[src/verilog/sbc_pkg.sv]
/*
   Shared constants and types of the serial baud clock and receive buffer block.
   Assumes a single system clock; every divider count here is in system clock cycles or baud ticks.
*/
package sbc_pkg;

   // ==========================================================
   // widths and limits
   localparam int DIV_W = 12;
   localparam logic [3:0] BITS_MAX = 4'h9;
   localparam int FRAME_W = 13;

   // ==========================================================
   // baud tick dividers: last state and mid-bit sample state
   localparam logic [3:0] SAMP_LAST_NORMAL = 4'hF;
   localparam logic [3:0] SAMP_LAST_DOUBLE = 4'h7;
   localparam logic [3:0] SAMP_MID_NORMAL = 4'h7;
   localparam logic [3:0] SAMP_MID_DOUBLE = 4'h3;

   // ==========================================================
   // frame and receive fifo options
   localparam logic [1:0] PAR_ODD = 2'h3;
   localparam logic [1:0] FIFO_DEPTH = 2'h2;

   // ==========================================================
   // values after reset
   localparam logic IDLE_LINE = 1'b1;
   localparam logic [DIV_W-1:0] BAUD_CNT_RESET = 12'h000;

   typedef enum logic {TX_IDLE, TX_BUSY} sbc_tx_e;
   typedef enum logic [1:0] {RX_IDLE, RX_START, RX_BITS} sbc_rx_e;

endpackage

[src/verilog/sbc_clk_if.sv]
/*
   Carrier between the clock generator and the transmit/receive engine.
   Assumes both ends run on the same system clock.
*/
`timescale 1ns/1ns
interface sbc_clk_if;
   logic [11:0] divisor;
   logic div_load;
   logic sync_mode;
   logic clk_dir;
   logic clk_pol;
   logic xck_in;
   logic baud_tick;
   logic sync_change;
   logic sync_sample;
   logic xck_out;
   logic xck_oe;

   modport gen (input divisor, div_load, sync_mode, clk_dir, clk_pol, xck_in,
                output baud_tick, sync_change, sync_sample, xck_out, xck_oe);
   modport eng (output divisor, div_load, sync_mode, clk_dir, clk_pol, xck_in,
                input baud_tick, sync_change, sync_sample, xck_out, xck_oe);
endinterface

[src/verilog/sbc_top.sv]
/*
   Serial port front end: clock mode selection, transmit write buffer and shift
   register, receiver with clock recovery and a two-entry receive FIFO.
   Assumes the divisor, format and mode bits are held by registers outside and
   that all inputs are synchronous to ref_clk.
*/

// ==========================================================
// usage notes

// the baud counter starts at zero, so the first tick
// comes on the first edge after reset and reloads

// asynchronous transmit bits run from a free prescaler, so the
// first start bit may wait up to one bit period

// a write while the buffer is full replaces the unsent
// character; software waits for data_reg_empty

// parity modes 0 and 1 both mean no parity bit

// the receiver checks only the first stop bit

// overrun is shown with the character after the
// lost one, not with the lost one itself

// a start bit high again at mid bit is noise and
// the receiver goes back to idle

// slave clock edges act three cycles after the pin
// moves: two synchroniser stages and the detector

// double speed is masked in synchronous mode, so a
// careless setting cannot bend the bit timing

// the fifo head reads as zero when empty, which
// keeps stale status off the flag outputs

// changing format bits mid frame corrupts a frame being
// received; the transmit frame is built at load, and nothing guards against it

`timescale 1ns/1ns
module sbc_top (
   input wire logic ref_clk,
   input wire logic reset_n,
   input wire logic sync_mode_select,
   input wire logic double_speed,
   input wire logic xfer_clock_pin_direction,
   input wire logic xfer_clock_polarity,
   input wire logic [3:0] baud_divisor_high,
   input wire logic [7:0] baud_divisor_low,
   input wire logic baud_divisor_low_write,
   input wire logic [3:0] data_bits,
   input wire logic [1:0] parity_mode,
   input wire logic two_stop_bits,
   input wire logic [8:0] tx_data,
   input wire logic tx_write,
   input wire logic tx_complete_clear,
   input wire logic rx_read,
   input wire logic rxd,
   input wire logic xfer_clock_pin_in,
   output logic txd,
   output logic xfer_clock_pin_out,
   output logic xfer_clock_pin_oe,
   output logic data_reg_empty,
   output logic tx_complete,
   output logic rx_complete,
   output logic [7:0] rx_data,
   output logic rx_ninth_bit,
   output logic frame_error_flag,
   output logic overrun_flag,
   output logic parity_error_flag
);

   // ==========================================================
   // state
   typedef struct packed {
      logic [3:0] tx_pre;
      logic [3:0] rx_samp;
      sbc_pkg::sbc_tx_e tx_state;
      logic [12:0] tx_sh;
      logic [3:0] tx_left;
      logic [8:0] tx_buf;
      logic tx_full;
      logic txd;
      logic txc;
      sbc_pkg::sbc_rx_e rx_state;
      logic [3:0] rx_bit;
      logic [8:0] rx_sh;
      logic rx_par;
      logic pend;
      logic [8:0] pend_data;
      logic pend_fe;
      logic pend_pe;
      logic ovr_next;
      logic [1:0][11:0] mem;
      logic wr;
      logic rd;
      logic [1:0] cnt;
      logic [11:0] head;
      logic rxc;
      logic dre;
   } sbc_top_s;

   localparam sbc_top_s ST_RESET = '{
      tx_state: sbc_pkg::TX_IDLE,
      rx_state: sbc_pkg::RX_IDLE,
      txd: sbc_pkg::IDLE_LINE,
      dre: 1'b1,
      default: '0
   };

   sbc_top_s s;
   sbc_top_s next_s;
   sbc_clk_if ck ();

   logic async_mode;
   logic dbl;
   logic [3:0] last;
   logic [3:0] mid;
   logic tx_strobe;
   logic rx_start;
   logic samp_evt;
   logic [3:0] flen;

   // ==========================================================
   // clock generator
   assign ck.divisor = {baud_divisor_high, baud_divisor_low};
   assign ck.div_load = baud_divisor_low_write;
   assign ck.sync_mode = sync_mode_select;
   assign ck.clk_dir = xfer_clock_pin_direction;
   assign ck.clk_pol = xfer_clock_polarity;
   assign ck.xck_in = xfer_clock_pin_in;

   sbc_clkgen u_clkgen (
      .ref_clk(ref_clk),
      .reset_n(reset_n),
      .ck(ck.gen)
   );

   // ==========================================================
   // mode decode
   assign async_mode = ~sync_mode_select;
   // double speed is masked in synchronous mode in case software forgets
   assign dbl = double_speed & async_mode;
   assign last = dbl ? sbc_pkg::SAMP_LAST_DOUBLE : sbc_pkg::SAMP_LAST_NORMAL;
   assign mid = dbl ? sbc_pkg::SAMP_MID_DOUBLE : sbc_pkg::SAMP_MID_NORMAL;

   // transmit bit strobe: divided ticks async, change edge when synchronous
   assign tx_strobe = async_mode ? (ck.baud_tick && s.tx_pre == last) : ck.sync_change;

   // receive start detection and mid-bit or opposite-edge sampling
   assign rx_start = async_mode ? (ck.baud_tick & ~rxd) : (ck.sync_sample & ~rxd);
   assign samp_evt = async_mode ? (ck.baud_tick && s.rx_samp == mid) : ck.sync_sample;

   // frame length in bits: start, data, optional parity, one or two stops
   assign flen = data_bits + {3'h0, parity_mode[1]} + {3'h0, two_stop_bits} + 4'h2;

   // ==========================================================
   // frame builder, lsb first, parity right after the data
   function automatic logic [12:0] build_frame(
      input logic [8:0] d,
      input logic [3:0] nb,
      input logic [1:0] pm
   );
      logic [12:0] fb;
      logic par;
      fb = '1;
      fb[0] = 1'b0;
      par = (pm == sbc_pkg::PAR_ODD);
      for (int i = 0; i < 9; i++) begin
         if (4'(i) < nb) begin
            fb[i + 1] = d[i];
            par = par ^ d[i];
         end
      end
      if (pm[1]) begin
         fb[nb + 4'h1] = par;
      end
      return fb;
   endfunction

   // ==========================================================
   // next state
   always_comb begin
      next_s = s;

      // dividers advance on every baud tick
      if (ck.baud_tick) begin
         next_s.tx_pre = (s.tx_pre == last) ? 4'h0 : s.tx_pre + 4'h1;
         next_s.rx_samp = (s.rx_samp == last) ? 4'h0 : s.rx_samp + 4'h1;
      end

      // ---- transmitter ----
      if (tx_complete_clear) begin
         next_s.txc = 1'b0;
      end
      if (tx_strobe) begin
         if (s.tx_state == sbc_pkg::TX_BUSY && s.tx_left != 4'h0) begin
            next_s.tx_sh = {1'b1, s.tx_sh[12:1]};
            next_s.tx_left = s.tx_left - 4'h1;
            next_s.txd = s.tx_sh[1];
         end else if (s.tx_full) begin
            // buffered byte follows the last stop bit directly
            next_s.tx_sh = build_frame(s.tx_buf, data_bits, parity_mode);
            next_s.tx_left = flen - 4'h1;
            next_s.txd = 1'b0;
            next_s.tx_full = 1'b0;
            next_s.tx_state = sbc_pkg::TX_BUSY;
         end else begin
            // set wins over a clear in the same cycle
            if (s.tx_state == sbc_pkg::TX_BUSY) begin
               next_s.txc = 1'b1;
            end
            next_s.txd = sbc_pkg::IDLE_LINE;
            next_s.tx_state = sbc_pkg::TX_IDLE;
         end
      end
      // a write while full overwrites the unsent byte
      if (tx_write) begin
         next_s.tx_buf = tx_data;
         next_s.tx_full = 1'b1;
      end

      // ---- receive fifo push and pop ----
      if (s.pend && s.cnt != sbc_pkg::FIFO_DEPTH) begin
         next_s.mem[s.wr] = {s.ovr_next, s.pend_pe, s.pend_fe, s.pend_data};
         next_s.wr = ~s.wr;
         next_s.pend = 1'b0;
         next_s.ovr_next = 1'b0;
         next_s.cnt = next_s.cnt + 2'h1;
      end
      if (rx_read && s.cnt != 2'h0) begin
         next_s.rd = ~s.rd;
         next_s.cnt = next_s.cnt - 2'h1;
      end

      // ---- receiver ----
      case (s.rx_state)
         sbc_pkg::RX_IDLE: begin
            if (rx_start) begin
               // a waiting char is lost once the next start arrives
               if (next_s.pend) begin
                  next_s.pend = 1'b0;
                  next_s.ovr_next = 1'b1;
               end
               next_s.rx_samp = 4'h1;
               next_s.rx_bit = 4'h0;
               next_s.rx_par = (parity_mode == sbc_pkg::PAR_ODD);
               next_s.rx_state = async_mode ? sbc_pkg::RX_START : sbc_pkg::RX_BITS;
            end
         end
         sbc_pkg::RX_START: begin
            // high at mid start bit is a glitch, not a frame
            if (samp_evt) begin
               next_s.rx_state = rxd ? sbc_pkg::RX_IDLE : sbc_pkg::RX_BITS;
            end
         end
         sbc_pkg::RX_BITS: begin
            if (samp_evt) begin
               next_s.rx_bit = s.rx_bit + 4'h1;
               if (s.rx_bit < data_bits) begin
                  next_s.rx_sh = {rxd, s.rx_sh[8:1]};
                  next_s.rx_par = s.rx_par ^ rxd;
               end else if (parity_mode[1] && s.rx_bit == data_bits) begin
                  next_s.rx_par = s.rx_par ^ rxd;
               end else begin
                  // only the first stop bit is checked
                  next_s.pend = 1'b1;
                  next_s.pend_data = s.rx_sh >> (sbc_pkg::BITS_MAX - data_bits);
                  next_s.pend_fe = ~rxd;
                  next_s.pend_pe = parity_mode[1] & s.rx_par;
                  next_s.rx_state = sbc_pkg::RX_IDLE;
               end
            end
         end
         default: begin
            next_s.rx_state = sbc_pkg::RX_IDLE;
         end
      endcase

      // ---- visible fifo head and status levels ----
      next_s.head = (next_s.cnt != 2'h0) ? next_s.mem[next_s.rd] : 12'h000;
      next_s.rxc = (next_s.cnt != 2'h0);
      next_s.dre = ~next_s.tx_full;
   end

   // ==========================================================
   // state register
   always_ff @(posedge ref_clk or negedge reset_n) begin
      if (!reset_n) begin
         s <= ST_RESET;
      end else begin
         s <= next_s;
      end
   end

   // ==========================================================
   // outputs, all from flip-flops
   assign txd = s.txd;
   assign xfer_clock_pin_out = ck.xck_out;
   assign xfer_clock_pin_oe = ck.xck_oe;
   assign data_reg_empty = s.dre;
   assign tx_complete = s.txc;
   assign rx_complete = s.rxc;
   assign rx_data = s.head[7:0];
   assign rx_ninth_bit = s.head[8];
   assign frame_error_flag = s.head[9];
   assign parity_error_flag = s.head[10];
   assign overrun_flag = s.head[11];

endmodule

[src/verilog/sbc_clkgen.sv]
/*
   Clock generator: baud down-counter, master transfer clock, slave clock
   synchroniser and edge detector. Assumes configuration inputs are synchronous.
*/
`timescale 1ns/1ns
module sbc_clkgen (
   input wire logic ref_clk,
   input wire logic reset_n,
   sbc_clk_if.gen ck
);

   typedef struct packed {
      logic [11:0] cnt;
      logic xcko;
      logic xs1;
      logic xs2;
      logic xs3;
      logic xoe;
   } sbc_clkgen_s;

   sbc_clkgen_s s;
   sbc_clkgen_s next_s;
   logic master;
   logic slave;
   logic rise;
   logic fall;

   // ==========================================================
   // mode decode: the pin only matters in synchronous mode
   assign master = ck.sync_mode & ck.clk_dir;
   assign slave = ck.sync_mode & ~ck.clk_dir;
   assign ck.baud_tick = (s.cnt == 12'h000);

   // slave edges come from the second and third stages, never the first
   assign rise = master ? (ck.baud_tick & ~s.xcko) : (slave & s.xs2 & ~s.xs3);
   assign fall = master ? (ck.baud_tick & s.xcko) : (slave & ~s.xs2 & s.xs3);
   assign ck.sync_change = ck.clk_pol ? fall : rise;
   assign ck.sync_sample = ck.clk_pol ? rise : fall;
   assign ck.xck_out = s.xcko;
   // registered so the pin enable leaves a flip-flop like the clock pin output; tick and edge strobes are combinational
   assign ck.xck_oe = s.xoe;

   // ==========================================================
   // next state
   always_comb begin
      next_s = s;
      // reload at zero or when the low divisor byte is written
      if (ck.baud_tick || ck.div_load) begin
         next_s.cnt = ck.divisor;
      end else begin
         next_s.cnt = s.cnt - 12'h001;
      end
      // master clock toggles per baud tick, so a full period is two ticks
      if (master) begin
         if (ck.baud_tick) begin
            next_s.xcko = ~s.xcko;
         end
      end else begin
         next_s.xcko = ck.clk_pol; // idle level follows polarity
      end
      next_s.xoe = master;
      next_s.xs1 = ck.xck_in;
      next_s.xs2 = s.xs1;
      next_s.xs3 = s.xs2;
   end

   // ==========================================================
   // state register
   always_ff @(posedge ref_clk or negedge reset_n) begin
      if (!reset_n) begin
         s <= '{cnt: sbc_pkg::BAUD_CNT_RESET, default: '0};
      end else begin
         s <= next_s;
      end
   end

endmodule

[config.mk]
export PLATFORM = sky130hd
export DESIGN_NAME = sbc_top
export DESIGN_NICKNAME = d
export VERILOG_FILES = /design/src/verilog/sbc_pkg.sv /design/src/verilog/sbc_clk_if.sv /design/src/verilog/sbc_top.sv /design/src/verilog/sbc_clkgen.sv
export SDC_FILE = /design/constraint.sdc
export NUM_CORES = 1
export LEC_CHECK = 0
export ABC_AREA = 1
export BUFFER_PORTS_ARGS = -buffer_cell sky130_fd_sc_hd__buf_2
export CORE_MARGIN = 2
export CORE_UTILIZATION = 40
export CTS_BUF_LIST = sky130_fd_sc_hd__clkbuf_4 sky130_fd_sc_hd__clkbuf_8
export CTS_CLUSTER_SIZE = 10
export DETAILED_ROUTE_END_ITERATION = 8
export PLACE_DENSITY = 0.62
export SYNTH_ARGS = -nofsm -noshare
export SYNTH_HDL_FRONTEND = slang
export SYNTH_SLANG_ARGS = --single-unit
[constraint.sdc]
create_clock -name ref_clk -period 2.6 [get_ports ref_clk]
set_clock_uncertainty 0.15 [all_clocks]
set_input_delay 0.39 -clock ref_clk [delete_from_list [all_inputs] [get_ports ref_clk]]
set_output_delay 0.39 -clock ref_clk [all_outputs]
set_load 0.01 [all_outputs]
## Word level (Yosys, flattened, before mapping)

Cells that the tools add are included.

- Register bits: 126
- Input bits: 40
- Output and inout port bits: 18
- Word-level logic and storage cells: 267

- Add/sub/neg operators: 13
- Order comparisons: 15
- Equality and inequality tests: 15
- Shift-type cells: 1
- Mux-type cells: 134
- Bitwise logic cells: 34
- Reductions and logical operators: 23

Operators by type and width:

| operator | count |
|---|---|
| 1-bit 2-to-1 mux | 97 |
| 12-bit 2-to-1 mux | 7 |
| 17-bit 2-to-1 mux | 2 |
| 28-bit 2-to-1 mux | 1 |
| 26-bit 2-to-1 mux | 1 |
| 24-bit bitwise mux | 1 |
| 4-bit 2-to-1 mux | 6 |
| 4-bit by 1-bit adder with 4-bit output, second input constant | 4 |
| 3-bit by 4-bit less-than comparator with 1-bit output, first input constant | 4 |
| 2-bit 2-to-1 mux | 7 |
| 2-bit != test, second input constant | 7 |
| 13-bit bitwise mux | 1 |
| 13-bit 2-to-1 mux | 1 |
| 1-bit AND | 12 |
| 12-bit demux with 1-bit select | 1 |
| 4-bit equality test | 3 |
| 12-bit logical NOT | 1 |
| 1-bit inverter | 12 |
| 12-bit by 1-bit subtractor with 12-bit output, second input constant | 1 |
| 1-bit XOR | 10 |
| 3-bit 2-to-1 mux | 3 |
| 9-bit 2-to-1 mux | 1 |
| 9-bit by 4-bit right shift with 9-bit output | 1 |
| 4-bit by 1-bit adder with 4-bit output | 2 |
| other kinds (31) | 49 |

## Logic depth before layout (Yosys ltp)

Gate-level depths: netlist (run 1).

- Depth in word-level cells: 52
- Gate-level depth with buffers: 17
- Mapped depth without buffers: 15

## Hierarchy

From an unflattened synthesis (run 1), not the netlist that was laid out.

- Cells, all modules: 853
- Area total of the unflattened synthesis: 6806.5 um^2

By module, submodules not included:

| module | instances | cells an instance | area each (um^2) |
|---|---|---|---|
| sbc_top | 1 | 719 | 5828.1 |
| sbc_clkgen | 1 | 134 | 978.4 |

## Least setup slack after synthesis (run 1)

OpenSTA, ideal clock, no wires.

- Path type: in2reg
- From: input data_bits[3]
- To: register s[52] (netlist bit)
- Library setup time: 0.126 ns
- Arrival time: 1.882 ns
- Path slack: 0.442 ns
- Stages on the path: 13
- Path buffers: 2
- Cells stage by stage: buf_4 inv_1 ha_1 nand2_1 inv_1 o21ai_0 nand2_1 o21ai_0 nor2_1 inv_1 nor2_4 buf_2 o21ai_0

- Longest elaborated chain between the ends: 4
- Elaborated cells on any way between the ends: 8

Ends and longest elaborated chain:

| what | RTL line | source |
|---|---|---|
| start: declaration | sbc_top.sv:53 | `input wire logic [3:0] data_bits,` |
| parallel branches: the longest is 4 deep, another holds 4-bit subtractor | n/a |  |
| end signal: assignment | sbc_top.sv:294 | `s <= next_s;` |
| end: declaration | sbc_top.sv:113 | `sbc_top_s s;` |

Several ways; the timed one is not identified.
A chain may end at the register's enable or synchronous reset.

## Worst setup path after layout (run 1)

- From: register u_clkgen.s[5] (netlist bit)
- To: register s[83] (netlist bit)

- Longest elaborated chain between the ends: 6
- Elaborated cells on any way between the ends: 9

Ends and longest elaborated chain:

| what | RTL line | source |
|---|---|---|
| start: declaration | sbc_clkgen.sv:21 | `sbc_clkgen_s s;` |
| start signal: assignment | sbc_clkgen.sv:73 | `s <= next_s;` |
| 12-bit logical NOT * | sbc_clkgen.sv:32 | `assign ck.baud_tick = (s.cnt == 12'h000);` |
| 1-bit AND (on tied branches) | sbc_clkgen.sv:35, sbc_clkgen.sv:36 |  |
| 1-bit 2-to-1 mux (on tied branches) | sbc_clkgen.sv:35, sbc_clkgen.sv:36 |  |
| 1-bit 2-to-1 mux | sbc_clkgen.sv:37 | `assign ck.sync_change = ck.clk_pol ? fall : rise;` |
| 1-bit 2-to-1 mux * | sbc_top.sv:150 | `assign tx_strobe = async_mode ? (ck.baud_tick && s.tx_pre == last) : ck.sync_change;` |
| 2-bit AND reduction (no source line) * | n/a |  |

Mark *: on every way between the ends. The rest lies on a longest branch, timed or not.

==> flow_summary.ini, run 1 <==
[status]
status = finished clean

[final_layout]
design_area_mm2 = 0.00776
syn_to_final_growth_pct = 17.1
fin_nets = 964
fill_cells = 1575
stdcell_count = 1140
final_layout_size_suffix_gt1_share_pct = 15.5
antennaDiodeCount = 0
ff_latch_area_mm2 = 0.00313
multi_input_area_mm2 = 0.00292

[setup_path]
setup.worst_path.class = flip-flop to flip-flop
r2r_start = u_clkgen.s[5]
worst_setup_path_end_kind = flip-flop
crit_start = u_clkgen.s[5]
crit_arrival_ns = 2.53
start_kind = flip-flop
critPathRequiredTime_ns = 2.80
cp_max_fo = 20

[drt]
vias = 5427
wirelength_mm = 14.0
dr.pass1.iters = 4
avgRoutedWirePerCell_um = 12.3
drt_iter0_drc = 345
detail-route-antenna-nets = 0
via_per_inst = 4.76
post-route-drc-count = 0

[logic_synthesis]
synth_seq_cells = 125
syn_area_mm2 = 0.00663
yosys.area_share.simple_pct = 24.3
synth_xor_area_share_pct = 2.51
synth_top_area_share_pct = 46.5
synth_fp_nets = 886
yosys_warnings = 0
synth.area.mux_share_pct = 2.13
synth_top_cell_by_area = dfrtp_1
synth_compound_area_share_pct = 11.6
synth_seq_area_share_pct = 47.2
yosysUniqueCellTypes = 43
synthAdderAreaFrac_pct = 3.32
synth_top_family_by_area = simple AND/OR/NAND/NOR gates
avgSynthCellArea_um2 = 7.99
syn_inst = 829
synth.area.top_cells = dfrtp_1 46%, nand2_1 12%, inv_1 5.8%, o21ai_0 5.6%, nor2_1 4.4%

[sta]
final-hold-violation-count = 0
rsz0062_at_grt = false
finalCritPeriodShare_pct = 89.5
holdWs_ns = 0.0351
worst_slew_pin_slew_ns = 0.581
relSlewSlack_pct = 61.3
finalSetupViolations = 0
fmax_ghz = 0.430
post-route-min-period_ns = 2.33
maxSlewViolCount = 0
setup_tns_ns = 0

[place]
dp_cells = 1091
place.gp.congestion = 0.904
place_hpwl_mm = 10.2
placed_cell_area_mm2 = 0.00717
io_buffers = 57

[min_path]
hold_start = tx_data[4]
hold_path_class = input port to flip-flop

[global_route]
grt-ovfl-total = 0
grt.total_usage_pct = 17.1
grt_pass1_wl_mm = 24.4
grt_max_degree = 44
antenna_found_initial = 0
first_global_vias = 5164

[die]
die_area_mm2 = 0.0176
die_x_um = 133
die_h_um = 133
initial_core_util_pct = 40.4
core_area_mm2 = 0.0164
io_pins = 58
num_rows = 47

[clocking]
h-tree-depth = 4
clockRootBuffer = clkbuf_8
clk_pin_slew_ns = 0.08
clkLatencyLatePin_ns = 0.44
cts_buffers = 17
cts_tree = built
clock_path_buffers = 2
clock_sinks = 125

[pwr]
fin_total_pwr_mw = 6.62
leakage_nw = 3.97
powerDensity_mw_per_mm2 = 852
peakVddDrop_uv = 351

[run]
maxCapViolations = 0
## critical path, stage by stage (launching register included)
cell      delay (ns)
dfrtp_1         0.38
inv_1           0.07
ha_1            0.19
nand2_2         0.10
nor2_4          0.18
nand3_4         0.16
nor2_1          0.22
nand2_1         0.10
nand2_2         0.15
nand2_1         0.10
clkinv_2        0.22
o211ai_1        0.12
o21ai_0         0.08
## logic make-up (layout without fill, tap and decap cells)
family | count (synthesis) | in the layout
compound gates | 136 | 136
buf+inv | 141 | 232
xor+xnor | 19 | 19
mux | 14 | 14
fa+ha+maj | 17 | 17
flops | 125 | 125
simple gates | 377 | 377
## cells in the final DEF (no fill, tap or decap), drive strengths merged
master	count
o22ai	3
fa	1
dlygate4sd3	17
mux2	1
xor2	15
o211ai	6
clkinv	8
o31ai	2
clkbuf	20
nand4	10
nor3b	1
bufinv	3
a22oi	4
ha	16
nor4	2
buf	75
mux2i	13
o21a	1
clkinvlp	4
nor2	84
a21oi	29
dfrtp	123
nand3	53
o311ai	1
nand2	218
dfstp	2
xnor2	4
a32oi	1
o21ai	82
inv	105
or2	3
a31oi	7
nor3	6
## power by group
part	switching, mW	leakage, nW	internal [mW]
combinational	1.32	2.20	0.792
clock	0.773	0.201	0.984
sequential	0.269	1.57	2.47
## synthesized netlist by cell type, drive strengths merged
cell type	n
o211ai	6
buf	20
dfstp	2
o311ai	1
clkinv	2
clkbuf	13
nand3	53
nor4	2
nand2	218
nand4	10
a22oi	4
ha	16
inv	106
o22ai	3
a31oi	7
xor2	15
mux2	1
o21ai	82
nor3b	1
o21a	1
fa	1
xnor2	4
a32oi	1
nor2	84
or2	3
o31ai	2
nor3	6
dfrtp	123
mux2i	13
a21oi	29
## registers in the layout, indices dropped and copies added, names as in the netlist, named ones only
signal / flops
data_reg_empty: 1
txd: 1
rx_ninth_bit: 1
u_clkgen.ck.xck_oe: 1
u_clkgen.next_s: 2
u_clkgen.s: 13
frame_error_flag: 1
parity_error_flag: 1
u_clkgen.ck.xck_out: 1
tx_complete: 1
rx_complete: 1
rx_data: 8
overrun_flag: 1
s: 91
## timing repair
action,CTS,global route
resized for setup,0,4
buffers inserted,0,0
setup endpoints to repair,0,17
hold buffers,17,0
endpoints found under the hold margin,57,0
## stage by stage
step	worst slack (ns)	util, %
final	0.274	47.3
after global routing	0.0140	47.3
after CTS	0.167	47.2
after detailed placement	0.184	43.7
after global placement	0.207	43.7
after floorplan	0.442	-
## routing by layer
metal / share of wire [%] / vias up / GRT usage [%]
met2: 46 / 106 / 26.7
li1: - / 2814 / -
met4: 1.5 / 0 / 6.09
met5: 0 / - / 0
met1: 49 / 2490 / 23.6
met3: 3.9 / 17 / 3.60
## final cells by class
type / instances / area share, %
multi-input cells: 563 / 37.6
clock buffers: 20 / 3.39
inverters: 108 / 5.30
clock inverters: 12 / 1.87
well taps: 220 / 3.55
repair buffers: 92 / 7.97
flip-flops and latches: 125 / 40.3
## path summary, 6_finish.rpt
kind | to | slack [ns] | depth (start not counted)
min in group asynchronous | s[16] | 0.35 | 2
min | s[78] | 0.04 | 2
max reg2reg | s[83] | 0.27 | 12
min reg2reg | u_clkgen.next_s[1] | 0.21 | 0
max | s[83] | 0.27 | 12
max in group asynchronous | txd | 1.27 | 3
Power figures use the tool's default switching activity.
==> inputs of run 2 (changes only) <==
GPL_TIMING_DRIVEN = 0   (was not set)
PLACE_DENSITY = 0.68   (was 0.62)
==> flow_summary.ini, run 2 (synthesis gave the netlist of run 1 again) <==
[setup_path]
cp_max_fo = 10
worst_setup_path_end_kind = flip-flop
critPathMaxStageDelay_ns = 0.38
rrSetupSlack_ns = 0.22
critPathRequiredTime_ns = 2.78
cp.buffers_inverters = 3
r2r_start = u_clkgen.s[5]
crit_family = simple AND/OR/NAND/NOR gates
crit_arrival_ns = 2.56
setup.worst_path.class = flip-flop to flip-flop
crit_path_top_delay_cell = dfrtp_1
crit_start = u_clkgen.s[5]
cpMostUsedCell = nand2_2
cp_cell_sequence = inv_1 -> ha_1 -> nand2_2 -> nor2_4 -> nand3_4 -> clkinv_4 -> nand2_4 -> o21ai_4 -> nand2_4 -> nor2_4 -> nand2_2 -> buf_6 -> nand2_2 -> o21ai_2
start_kind = flip-flop

[drt]
post-route-drc-count = 0
drt_iter0_drc = 308
detail-route-antenna-nets = 0
avgRoutedWirePerCell_um = 12.6
dr.pass1.iters = 5
met3RoutedLength_um = 434
vias = 5538
wl_met2_mm = 6.93
routedLengthMet1_mm = 7.01
via_per_inst = 4.77
wirelength_mm = 14.6
highest_layer = met4

[status]
status = finished clean

[final_layout]
syn_to_final_growth_pct = 18.6
final_layout_size_suffix_gt1_share_pct = 16.2
utilization_pct = 47.9
final_cell_mix = 211 x nand2_1, 123 x dfrtp_1, 102 x inv_1, 76 x nor2_1, 74 x o21ai_0
fin_nets = 985
ff_latch_area_mm2 = 0.00313
final_common_cell = nand2_1
largest_register_ff_count = 91
multi_input_area_mm2 = 0.00293
regMostFlops = s
antennaDiodeCount = 0
fill_cells = 1600

[clocking]
clk_pin_slew_ns = 0.08
h-tree-depth = 4
clock_path_buffers = 2
cts_buffers = 17
clkLatencyLatePin_ns = 0.44
cts_tree = built
clock_sinks = 125
clockRootBuffer = clkbuf_8

[sta]
maxSlewViolCount = 0
fmax_ghz = 0.421
finalSetupViolations = 0
final.setup.worst_slack_ns = 0.224
worst_slew_pin_slew_ns = 0.495
rsz0062_at_grt = false
post-route-min-period_ns = 2.38
finalCritPeriodShare_pct = 91.4
relSlewSlack_pct = 67.0
final-hold-violation-count = 0

[global_route]
grt_pass1_wl_mm = 25.0
antenna_found_initial = 0
grt.total_usage_pct = 17.6
first_global_vias = 5337
grt-ovfl-total = 0
grt_max_degree = 100

[die]
die_area_mm2 = 0.0176
initial_core_util_pct = 40.4
die_x_um = 133
io_pins = 58
die_h_um = 133
core_area_mm2 = 0.0164
num_rows = 47

[place]
io_buffers = 55
place.gp.congestion = 0.859
place_hpwl_mm = 10.3
pre_cts_slack_ns = -0.123

[min_path]
hold_path_class = input port to flip-flop
hold_start = tx_data[1]

[pwr]
peakVddDrop_uv = 431
powerDensity_mw_per_mm2 = 842
leakage_nw = 4.02

[run]
maxCapViolations = 0
run 2: cell types whose count changed in the layout (fill, tap and decap cells not counted), moves of 2 or more:
cell / previous run / this run
buf_12: 2 / 0
buf_2: 56 / 61
buf_6: 0 / 2
clkbuf_1: 0 / 12
run 2: final timing paths:
check,cells after the start,end
hold / removal,3,s[75]
setup reg to reg,14,s[63]
setup / recovery,14,s[63]
max in group asynchronous,3,txd
min in group asynchronous,2,u_clkgen.s[5]
hold reg to reg,0,u_clkgen.next_s[1]
run 2: worst register-to-register path, stage by stage, from the launching register on:
cell	delay, ns
dfrtp_1	0.38
inv_1	0.07
ha_1	0.20
nand2_2	0.11
nor2_4	0.21
nand3_4	0.15
clkinv_4	0.13
nand2_4	0.06
o21ai_4	0.18
nand2_4	0.11
nor2_4	0.13
nand2_2	0.11
buf_6	0.17
nand2_2	0.06
o21ai_2	0.05
run 2: metrics by stage:
| stage | hold slack (ns) | area, um2 | setup TNS [ns] | instances | power (mW) |
|---|---|---|---|---|---|
| after floorplan | -0.0556 | 6630 | 0 | 829 | 4.29 |
| after global placement | 0.186 | 7180 | -85.21 | 1104 | 4.82 |
| after detailed placement | 0.133 | 7210 | -1.00 | 1105 | 4.87 |
| after CTS | 0.000332 | 7790 | 0 | 1155 | 6.68 |
| after global routing | 0.0120 | 7860 | 0 | 1161 | 7.13 |
| final | 0.0342 | 7860 | 0 | 1161 | 6.62 |
run 2: area by class of cell:
cell class,instances,area share [%]
clock inverters,13,1.88
inverters,108,5.22
clock buffers,19,3.25
repair buffers,79,6.70
multi-input cells,564,37.3
plain buffers,33,2.37
flip-flops and latches,125,39.8
well taps,220,3.50
run 2: routing by layer:
metal  vias to the layer above  track usage, %
met4                         0            6.09
li1                       2862               -
met3                        15            4.06
met1                      2571            22.3
met5                         -               0
met2                        90            29.5
run 2: report_power, final:
| part | leakage [nW] | internal [mW] | switching [mW] |
|---|---|---|---|
| combinational | 2.24 | 0.792 | 1.34 |
| sequential | 1.57 | 2.47 | 0.270 |
| clock | 0.204 | 0.970 | 0.774 |
run 2: repair_timing:
action,4_1_cts,5_1_grt
endpoints found under the setup margin,0,21
setup buffers,0,5
hold buffers,18,0
endpoints found under the hold margin,43,0
resized for setup,0,7
